**config.mk**
```make
export PLATFORM = sky130hd
export DESIGN_NAME = pmr_top
export DESIGN_NICKNAME = d
export VERILOG_FILES = /design/src/design/pmr_pkg.sv /design/src/design/pmr_result_slot.sv /design/src/design/pmr_irq.sv /design/src/design/pmr_top.sv
export SDC_FILE = /design/constraint.sdc
export NUM_CORES = 1
export LEC_CHECK = 0
export ABC_CLOCK_PERIOD_IN_PS = 1800
export BUFFER_PORTS_ARGS = -buffer_cell sky130_fd_sc_hd__buf_2
export CAP_MARGIN = 20
export CORE_MARGIN = 3
export CORE_UTILIZATION = 54
export CTS_CLUSTER_SIZE = 10
export DETAILED_ROUTE_END_ITERATION = 10
export GPL_ROUTABILITY_DRIVEN = 0
export GPL_TIMING_DRIVEN = 0
export PLACE_DENSITY = 0.8
export SLEW_MARGIN = 10
export SYNTH_ARGS = -nofsm -noshare
export SYNTH_HDL_FRONTEND = slang
export SYNTH_SLANG_ARGS = --single-unit
```
**constraint.sdc**
```tcl
create_clock -name sys_clk -period 1.8 [get_ports sys_clk]
set_input_delay 0.18 -clock sys_clk [delete_from_list [all_inputs] [get_ports sys_clk]]
set_output_delay 0.18 -clock sys_clk [all_outputs]
set_load 0.01 [all_outputs]
```
**src/design/pmr_pkg.sv**
```systemverilog
// Package of constants for the port measurement result registers.
package pmr_pkg;

  // ****************************************************************
  // Sizes
  // ****************************************************************
  localparam int PORTS      = 4;
  localparam int PORT_W     = 2;
  localparam int SEL_W      = 4;
  localparam int RESULT_W   = 15;
  localparam int ADDR_W     = 8;

  // ****************************************************************
  // Register select codes, per port
  // ****************************************************************
  localparam logic [3:0] SEL_CUR_LOW  = 4'hA;
  localparam logic [3:0] SEL_CUR_HIGH = 4'hB;
  localparam logic [3:0] SEL_TMP_LOW  = 4'hC;
  localparam logic [3:0] SEL_TMP_HIGH = 4'hD;

  // ****************************************************************
  // Interrupt registers, outside the per-port select space
  // ****************************************************************
  localparam logic [3:0] SEL_IRQ_STATUS = 4'hE;
  localparam logic [3:0] SEL_IRQ_MASK   = 4'hF;
  localparam logic [1:0] IRQ_PORT       = 2'h0;

  // ****************************************************************
  // Field positions and reset values
  // ****************************************************************
  localparam int DONE_BIT             = 7;
  localparam logic [7:0] RESULT_RESET = 8'h00;
  localparam logic [7:0] MASK_RESET   = 8'h00;

  typedef enum logic [0:0] {PMR_KIND_CUR, PMR_KIND_TMP} pmr_kind_t;

endpackage

```
**src/design/pmr_result_slot.sv**
```systemverilog
// One measurement result holder: 15-bit value and completion flag.
`timescale 1ns/1ns
`default_nettype none
module pmr_result_slot (
  input  wire logic        sys_clk,
  input  wire logic        sys_rst,
  input  wire logic        conv_start,
  input  wire logic        conv_done,
  input  wire logic [14:0] conv_value,
  output var  logic [14:0] value_reg,
  output var  logic        done_reg,
  output var  logic        done_pulse
);

  // A new start clears the flag; a finish in the same cycle wins, since the result is then valid.
  always_ff @(posedge sys_clk) begin
    if (sys_rst) begin
      done_reg <= 1'b0;
    end else if (conv_done) begin
      done_reg <= 1'b1;
    end else if (conv_start) begin
      done_reg <= 1'b0;
    end
  end

  always_ff @(posedge sys_clk) begin
    if (sys_rst) begin
      value_reg <= 15'h0000;
    end else if (conv_done) begin
      value_reg <= conv_value;
    end
  end

  always_ff @(posedge sys_clk) begin
    if (sys_rst) begin
      done_pulse <= 1'b0;
    end else begin
      done_pulse <= conv_done;
    end
  end

endmodule
`default_nettype wire

```
**src/design/pmr_irq.sv**
```systemverilog
// Sticky event status with write-one-to-clear, mask, and level interrupt.
`timescale 1ns/1ns
`default_nettype none
module pmr_irq (
  input  wire logic       sys_clk,
  input  wire logic       sys_rst,
  input  wire logic [7:0] event_in,
  input  wire logic [7:0] clear_in,
  input  wire logic       mask_we,
  input  wire logic [7:0] mask_wdata,
  output var  logic [7:0] status_reg,
  output var  logic [7:0] mask_reg,
  output var  logic       irq_reg
);

  // A new event in the clearing cycle keeps its bit set.
  always_ff @(posedge sys_clk) begin
    if (sys_rst) begin
      status_reg <= 8'h00;
    end else begin
      status_reg <= (status_reg & ~clear_in) | event_in;
    end
  end

  always_ff @(posedge sys_clk) begin
    if (sys_rst) begin
      mask_reg <= pmr_pkg::MASK_RESET;
    end else if (mask_we) begin
      mask_reg <= mask_wdata;
    end
  end

  always_ff @(posedge sys_clk) begin
    if (sys_rst) begin
      irq_reg <= 1'b0;
    end else begin
      irq_reg <= |(((status_reg & ~clear_in) | event_in) & mask_reg);
    end
  end

endmodule
`default_nettype wire

```
**src/design/pmr_top.sv**
```systemverilog
// Top of the per-port current and temperature result registers.
// Summary of operation
// RULE_01 - Select 1010 returns current result bits 7..0 per port; resets to zero.
// RULE_02 - Select 1011 returns current result bits 14..8 in positions 6..0.
// RULE_03 - Current done flag, bit 7 of 1011, clears at start, sets at finish.
// RULE_04 - Select 1100 returns temperature result bits 7..0 per port; resets to zero.
// RULE_05 - Select 1101 returns temperature result bits 14..8 in positions 6..0.
// RULE_06 - Temperature done flag, bit 7 of 1101, clears at start, sets at finish.
// RULE_07 - All result registers are read-only; writes leave them unchanged.
// RULE_08 - Host waits for the done flag before joining low and high bytes.
//
// Added by the designer: the plain strobed port.
`timescale 1ns/1ns
`default_nettype none
module pmr_top (
  input  wire logic        sys_clk,
  input  wire logic        sys_rst,
  input  wire logic [7:0]  reg_addr,
  input  wire logic [7:0]  reg_wdata,
  input  wire logic        reg_wr,
  input  wire logic        reg_rd,
  output var  logic [7:0]  reg_rdata,
  input  wire logic [3:0]  cur_start,
  input  wire logic [3:0]  cur_done,
  input  wire logic [59:0] cur_value,
  input  wire logic [3:0]  tmp_start,
  input  wire logic [3:0]  tmp_done,
  input  wire logic [59:0] tmp_value,
  output var  logic        irq
);

  // ****************************************************************
  // Result holders, one per port and kind
  // ****************************************************************
  logic [14:0] cur_val [pmr_pkg::PORTS];
  logic [14:0] tmp_val [pmr_pkg::PORTS];
  logic [3:0]  cur_flag;
  logic [3:0]  tmp_flag;
  logic [3:0]  cur_evt;
  logic [3:0]  tmp_evt;

  genvar p;
  generate
    for (p = 0; p < pmr_pkg::PORTS; p = p + 1) begin : g_port
      pmr_result_slot u_cur (   // [RULE_03]
        .sys_clk    (sys_clk),
        .sys_rst    (sys_rst),
        .conv_start (cur_start[p]),
        .conv_done  (cur_done[p]),
        .conv_value (cur_value[p*15 +: 15]),
        .value_reg  (cur_val[p]),
        .done_reg   (cur_flag[p]),
        .done_pulse (cur_evt[p])
      );
      pmr_result_slot u_tmp (   // [RULE_06]
        .sys_clk    (sys_clk),
        .sys_rst    (sys_rst),
        .conv_start (tmp_start[p]),
        .conv_done  (tmp_done[p]),
        .conv_value (tmp_value[p*15 +: 15]),
        .value_reg  (tmp_val[p]),
        .done_reg   (tmp_flag[p]),
        .done_pulse (tmp_evt[p])
      );
    end
  endgenerate

  // ****************************************************************
  // Interrupts: bits 3..0 current done, bits 7..4 temperature done
  // ****************************************************************
  logic [7:0] irq_status;
  logic [7:0] irq_mask;
  logic       irq_level;
  logic [1:0] a_port;
  logic [3:0] a_sel;
  logic       irq_space;

  assign a_port    = reg_addr[5:4];
  assign a_sel     = reg_addr[3:0];
  assign irq_space = (a_port == pmr_pkg::IRQ_PORT) && (reg_addr[7:6] == 2'h0);

  pmr_irq u_irq (
    .sys_clk    (sys_clk),
    .sys_rst    (sys_rst),
    .event_in   ({tmp_evt, cur_evt}),
    .clear_in   ((reg_wr && irq_space && a_sel == pmr_pkg::SEL_IRQ_STATUS) ? reg_wdata : 8'h00),
    .mask_we    (reg_wr && irq_space && a_sel == pmr_pkg::SEL_IRQ_MASK),
    .mask_wdata (reg_wdata),
    .status_reg (irq_status),
    .mask_reg   (irq_mask),
    .irq_reg    (irq_level)
  );

  assign irq = irq_level;

  // ****************************************************************
  // Read port; writes to result selects have no path into any holder.
  // ****************************************************************
  logic [7:0] rdata_next;

  always_comb begin
    rdata_next = 8'h00;
    if (reg_addr[7:6] == 2'h0) begin
      case (a_sel)
        pmr_pkg::SEL_CUR_LOW:  rdata_next = cur_val[a_port][7:0];                    // [RULE_01]
        pmr_pkg::SEL_CUR_HIGH: rdata_next = {cur_flag[a_port], cur_val[a_port][14:8]}; // [RULE_02]
        pmr_pkg::SEL_TMP_LOW:  rdata_next = tmp_val[a_port][7:0];                    // [RULE_04]
        pmr_pkg::SEL_TMP_HIGH: rdata_next = {tmp_flag[a_port], tmp_val[a_port][14:8]}; // [RULE_05]
        pmr_pkg::SEL_IRQ_STATUS: rdata_next = irq_space ? irq_status : 8'h00;
        pmr_pkg::SEL_IRQ_MASK:   rdata_next = irq_space ? irq_mask : 8'h00;
        default:               rdata_next = 8'h00;
      endcase
    end
  end

  // Read data stands for exactly the cycle after the strobe. [RULE_07]
  always_ff @(posedge sys_clk) begin
    if (sys_rst) begin
      reg_rdata <= pmr_pkg::RESULT_RESET;
    end else if (reg_rd) begin
      reg_rdata <= rdata_next;
    end else begin
      reg_rdata <= 8'h00;
    end
  end

endmodule
`default_nettype wire

```
Word level (Yosys, flattened, before mapping)
Cells that the tools add are included.
{ "totals": {"reg_bits": 161, "n_memories": 0, "mem_bits_rw": 0, "rom_bits": 0, "in_bits": 156, "latch_bits": 0} }
{ "op_classes": {"n_bitwise": 7, "add_sub_neg": 0, "mul": 0, "div": 0, "mux": 30, "order_cmp": 2, "eq_ne": 6, "n_reduce_logical": 16, "shifts": 0} }
{ "ops": {"columns": ["operator", "count"], "rows": [
  ["$bmux 15 s2", 2],
  ["$mux 15", 4],
  ["$pmux 8 s6", 1],
  ["$eq 4x4->1 const B", 6],
  ["$mux 8", 3],
  ["$mux 1", 18],
  ["$and 8x8->8", 2],
  ["$reduce_bool 2->1", 8],
  ["$not 8->8", 1],
  ["$or 8x8->8", 1],
  ["$reduce_or 8->1", 1],
  ["$bmux 1 s2", 2],
  ["$logic_and 1x1->1", 4],
  ["$logic_not 2->1", 2],
  ["$ge 3x3->1 const B", 1],
  ["$lt 2x3->1 const B", 1],
  ["$not 2->3", 1],
  ["$reduce_or 3->1", 1],
  ["$not 1->1", 2]
]} }

Longest topological paths before layout
{ "depth": {"depth_word": 10, "depth_mapped": 7, "depth_no_buf": 4} }

Hierarchy
Synthesis repeated with hierarchy kept, for this count alone.
{ "hier_totals": {"hier_cells": 648, "hier_area_um2": 7048.0} }
{ "by_module_without_submodules": {"columns": ["module", "area_each_um2", "cells_each", "n_inst", "seq_area_each_um2"], "rows": [
  ["pmr_result_slot", 606.8, 55, 8, 340.3],
  ["pmr_top", 1486.4, 144, 1, 160.2],
  ["pmr_irq", 706.9, 64, 1, 340.3]
]} }

Worst setup path before layout
No wires, ideal clock.
{ "synth_timing": {"kind": "input -> register", "start": "input reg_addr[0]", "end": "register reg_rdata[7]", "n_path_buf": 3, "t_arrival_ns": 1.255, "setup_time_ns": 0.133, "path_slack_ns": 0.412, "path_stages": 7, "path_cell_list": "buf_6 buf_6 buf_6 mux4_1 mux2_2 nand3_1 o221ai_1"} }
{ "synth_via": {"elab_chain_len": 2, "word_cells_on_any_way": 7} }
{ "synth_lines": {"columns": ["item", "line", "source"], "rows": [
  ["start: declaration", "pmr_top.sv:18", "input wire logic [7:0] reg_addr,"],
  ["$eq 4x4->1", "pmr_top.sv:104", "case (a_sel)"],
  ["$pmux 8 s6 (*)", "pmr_top.sv:104", null],
  ["end signal: assignment", "pmr_top.sv:119", "reg_rdata <= pmr_pkg::RESULT_RESET;"],
  ["end signal: assignment", "pmr_top.sv:121", "reg_rdata <= rdata_next;"],
  ["end: declaration", "pmr_top.sv:22", "output var logic [7:0] reg_rdata,"]
]} }
Every way passes the cells marked *; elsewhere a longest branch is shown, timed or not.
A chain may end at the register's enable or synchronous reset.

Worst setup path in the final report
{ "layout_timing": {"start": "register g_port[2].u_cur.value_reg[3]", "end": "register reg_rdata[3]"} }
{ "layout_via": {"elab_chain_len": 4} }
{ "layout_lines": {"columns": ["item", "line", "source"], "rows": [
  ["start: declaration", "pmr_result_slot.sv:10", "output var logic [14:0] value_reg,"],
  ["start signal: assignment", "pmr_result_slot.sv:30", "value_reg <= conv_value;"],
  ["$bmux 15 s2", "pmr_top.sv:105", "pmr_pkg::SEL_CUR_LOW: rdata_next = cur_val[a_port][7:0];"],
  ["$mux 15 (2 in series)", null, null],
  ["$pmux 8 s6", "pmr_top.sv:104", null]
]} }
Every way passes these cells. The select of a mux whose other input is x is not followed.

==> flow_summary_export.csv <==
group,metric,value,unit
timing,tightest_slew,0.834,ns
grt,grt_pass1_wl,32400,um
synth,ys_types,35,
synth,synth_edf_count,0,
hold_path,min_path_cells,3,
synth,synth_top_flop_cell,"dfxtp_1",
placement,hpwl,14900,um
floorplanning,initial_core_util,56.5,%
floorplanning,die_w,119,um
clock_network,cts_buffers,17,
floorplanning,row_count,40,
timing,fmax,628,MHz
pwr,power.leakage,0.00425,uW
synth,ys_ff_latch,161,
synth,synth.area.top_cells,"dfxtp_1 (46%), mux2i_1 (21%), nor2_1 (7.8%)",
grt,grt_usage,29.9,%
pwr,power_density,922,nW/um^2
final_layout,drive_gt1_share,26.2,%
final_layout,most-common-layout-cells,"buf_2 (172), dfxtp_1 (161), mux2i_1 (145), nor2_1 (145), dlygate4sd3_1 (49)",
synth,synthesis.nets,799,
pwr,ir_drop,0.672,mV
synth,netlist_instances,643,
worst_setup_path,reg2reg_from,"g_port[2].u_cur.value_reg[3]$_SDFFE_PP0P_",
floorplanning,die_area,14300,um^2
floorplanning,ioPinCount,165,
final_layout,nNetsFinal,1020,
routing,post_drt_via_cell_ratio,5.69,
final_layout,postLayoutCellArea,8960,um^2
synth,ys_warn_count,0,
timing,slew_viol_final,0,
synth,syn_avg_cell_area,10.8,um^2
hold_path,holdPathEnd,"g_port[1].u_cur.value_reg[9]$_SDFFE_PP0P_",
grt,grt_overflow,0,
timing,period_needed,1.59,ns
worst_setup_path,r2r_slack,0.21,ns
final_layout,area_growth,28.8,%
clock_network,clock_path_buffers,2,
synth,yosysTopAreaCellShare,46.4,%
worst_setup_path,start_kind,"register",
placement,place_area,7930,um^2
placement,port_buffers,153,
floorplanning,core,12300,um^2
timing,slew_headroom,44.4,%
grt,grt_max_degree,17,
synth,synth_area,6950,um^2
timing,hold_viol,0,
timing,rsz0062_at_grt,"false",
routing,drt_wl_total,21100,um
worst_setup_path,cp.arrival,1.85,ns
clock_network,clk_pin_slew,0.06,ns
worst_setup_path,crit_path_end_kind,"register",
clock_network,root_buffer,"clkbuf_16",
synth,yosysSeqAreaShare,46.4,%
final_layout,stdcell_count,1042,
routing,vias,5931,
final_layout,layout_commonest_cell,"buf_2",
clock_network,cts.sinks,161,
timing,post-route-period-util,88.5,%
grt,grt_pass1_vias,6116,
final_layout,fillers,874,
routing,drc,0,
timing,tns,0,ns
timing,finClkSkew,0.00605,ns
clock_network,htree_num_levels,4,
routing,drt_iter0_drc,464,
worst_setup_path,r2r-end,"reg_rdata[3]$_SDFF_PP0_",
clock_network,cts_tree,"built",
run,maxCapViolations,0,
grt,antenna_found_initial,1,
synth,async_reset_ff_share,0,%
worst_setup_path,reg2regPathDepth,4,
clock_network,clock_latency,0.43,ns
hold_path,hold_class,"in2reg",
clock_network,postCtsSetupRepairBufs,0,
routing,post_drt_wl_per_cell,20.3,um
worst_setup_path,path_max_fanout,2,
floorplanning,die_y,119,um
final_layout,antenna_cells,0,
routing,ant_nets,0,
run_status,status,"finished, final reports clean",
worst_setup_path,cp.required,2.06,ns
routing,detailedRoute.firstPassIterationCount,5,
placement,placedCellCount,964,
synth,synth_top_area_cell,"dfxtp_1",
timing,final-setup-viol-count,0,
hold_path,worstHoldStart,"cur_value[24]",
worst_setup_path,crit_type,"reg2reg",
report_power, final:
group | leakage, uW | switching (uW) | internal, uW
registers | 0.00133 | 113 | 3760
logic | 0.00266 | 504 | 532
clock network | 0.000268 | 1370 | 1980
total | 0.00425 | 1990 | 6270
cells in the mapped netlist, types with 2 or more instances:
library cell and number:
nand3b_1 2, buf_6 5, a21oi_1 8, nand4_1 2, nand2_1 3, and2_1 3, o221ai_1 6, o21ai_0 17
dfxtp_1 161, nor2_1 145, mux4_1 17, nor3_1 8, mux2_2 7, and4_1 2, a22oi_1 3, o22ai_1 3
mux4_2 12, mux2i_1 145, inv_1 8, nand3_1 7, nor2b_1 18, clkbuf_1 19, buf_2 19, o211ai_1 5
nor3b_1 8
worst max-delay path by stage:
stage                                                    startpoint                                   endpoint  slack [ns]
after floorplan                                         reg_addr[0]                    reg_rdata[7]$_SDFF_PP0_        0.41
after global placement                                  reg_addr[0]                    reg_rdata[3]$_SDFF_PP0_        0.04
after detailed placement                                    sys_rst  g_port[0].u_tmp.value_reg[0]$_SDFFE_PP0P_        0.01
after CTS                 g_port[1].u_tmp.value_reg[9]$_SDFFE_PP0P_                    reg_rdata[1]$_SDFF_PP0_        0.22
after global routing      g_port[1].u_tmp.value_reg[9]$_SDFFE_PP0P_                    reg_rdata[1]$_SDFF_PP0_        0.12
final                     g_port[2].u_cur.value_reg[3]$_SDFFE_PP0P_                    reg_rdata[3]$_SDFF_PP0_        0.21
stage by stage:
step | worst slack, ns | total power (uW) | hold slack (ns) | util [%]
floorplan | 0.412 | 4480 | 0.324 | -
global placement | 0.0397 | 4820 | 0.413 | 64.4
detailed placement | 0.0101 | 4870 | 0.422 | 64.4
CTS | 0.216 | 8250 | 0.000416 | 72.7
global route | 0.124 | 8500 | 0.0167 | 72.7
finish | 0.208 | 8260 | 0.00460 | 72.7
per-layer routing:
metal	wire length (um)	global-route usage, %
met2	10100	49.1
met4	911	14.7
met3	1590	7.17
met5	13	0
met1	8510	36.8
cells by family (layout without fill, tap and decap cells):
family	count (synthesis)	after routing	synth area share, %
flops	161	161	46.4
buf+inv	54	285	4.01
mux	181	181	32.3
compound gates	43	43	3.78
simple gates	204	204	13.5
critical path, cell delays in order, from the launching register on:
cell	delay, ns
dfxtp_1	0.32
mux4_1	0.57
mux2_2	0.29
nand3_1	0.08
o221ai_1	0.17
final cells by class:
type                       count  area [um^2]  area share [%]
sequential                   161         3220            36.0
clock inverter                 6         58.8           0.657
timing repair buffer         202         1260            14.0
inverter                       8         30.0           0.335
tap                          168          210            2.35
multi-input combinational    428         3450            38.5
clock buffer                  23          478            5.34
buffer                        46          249            2.78
timing repair:
action,4_1_cts,5_1_grt
gates resized for setup,0,0
hold buffers,49,0
endpoints found under the hold margin,49,0
No activity file was read; power rests on OpenSTA's default activity.
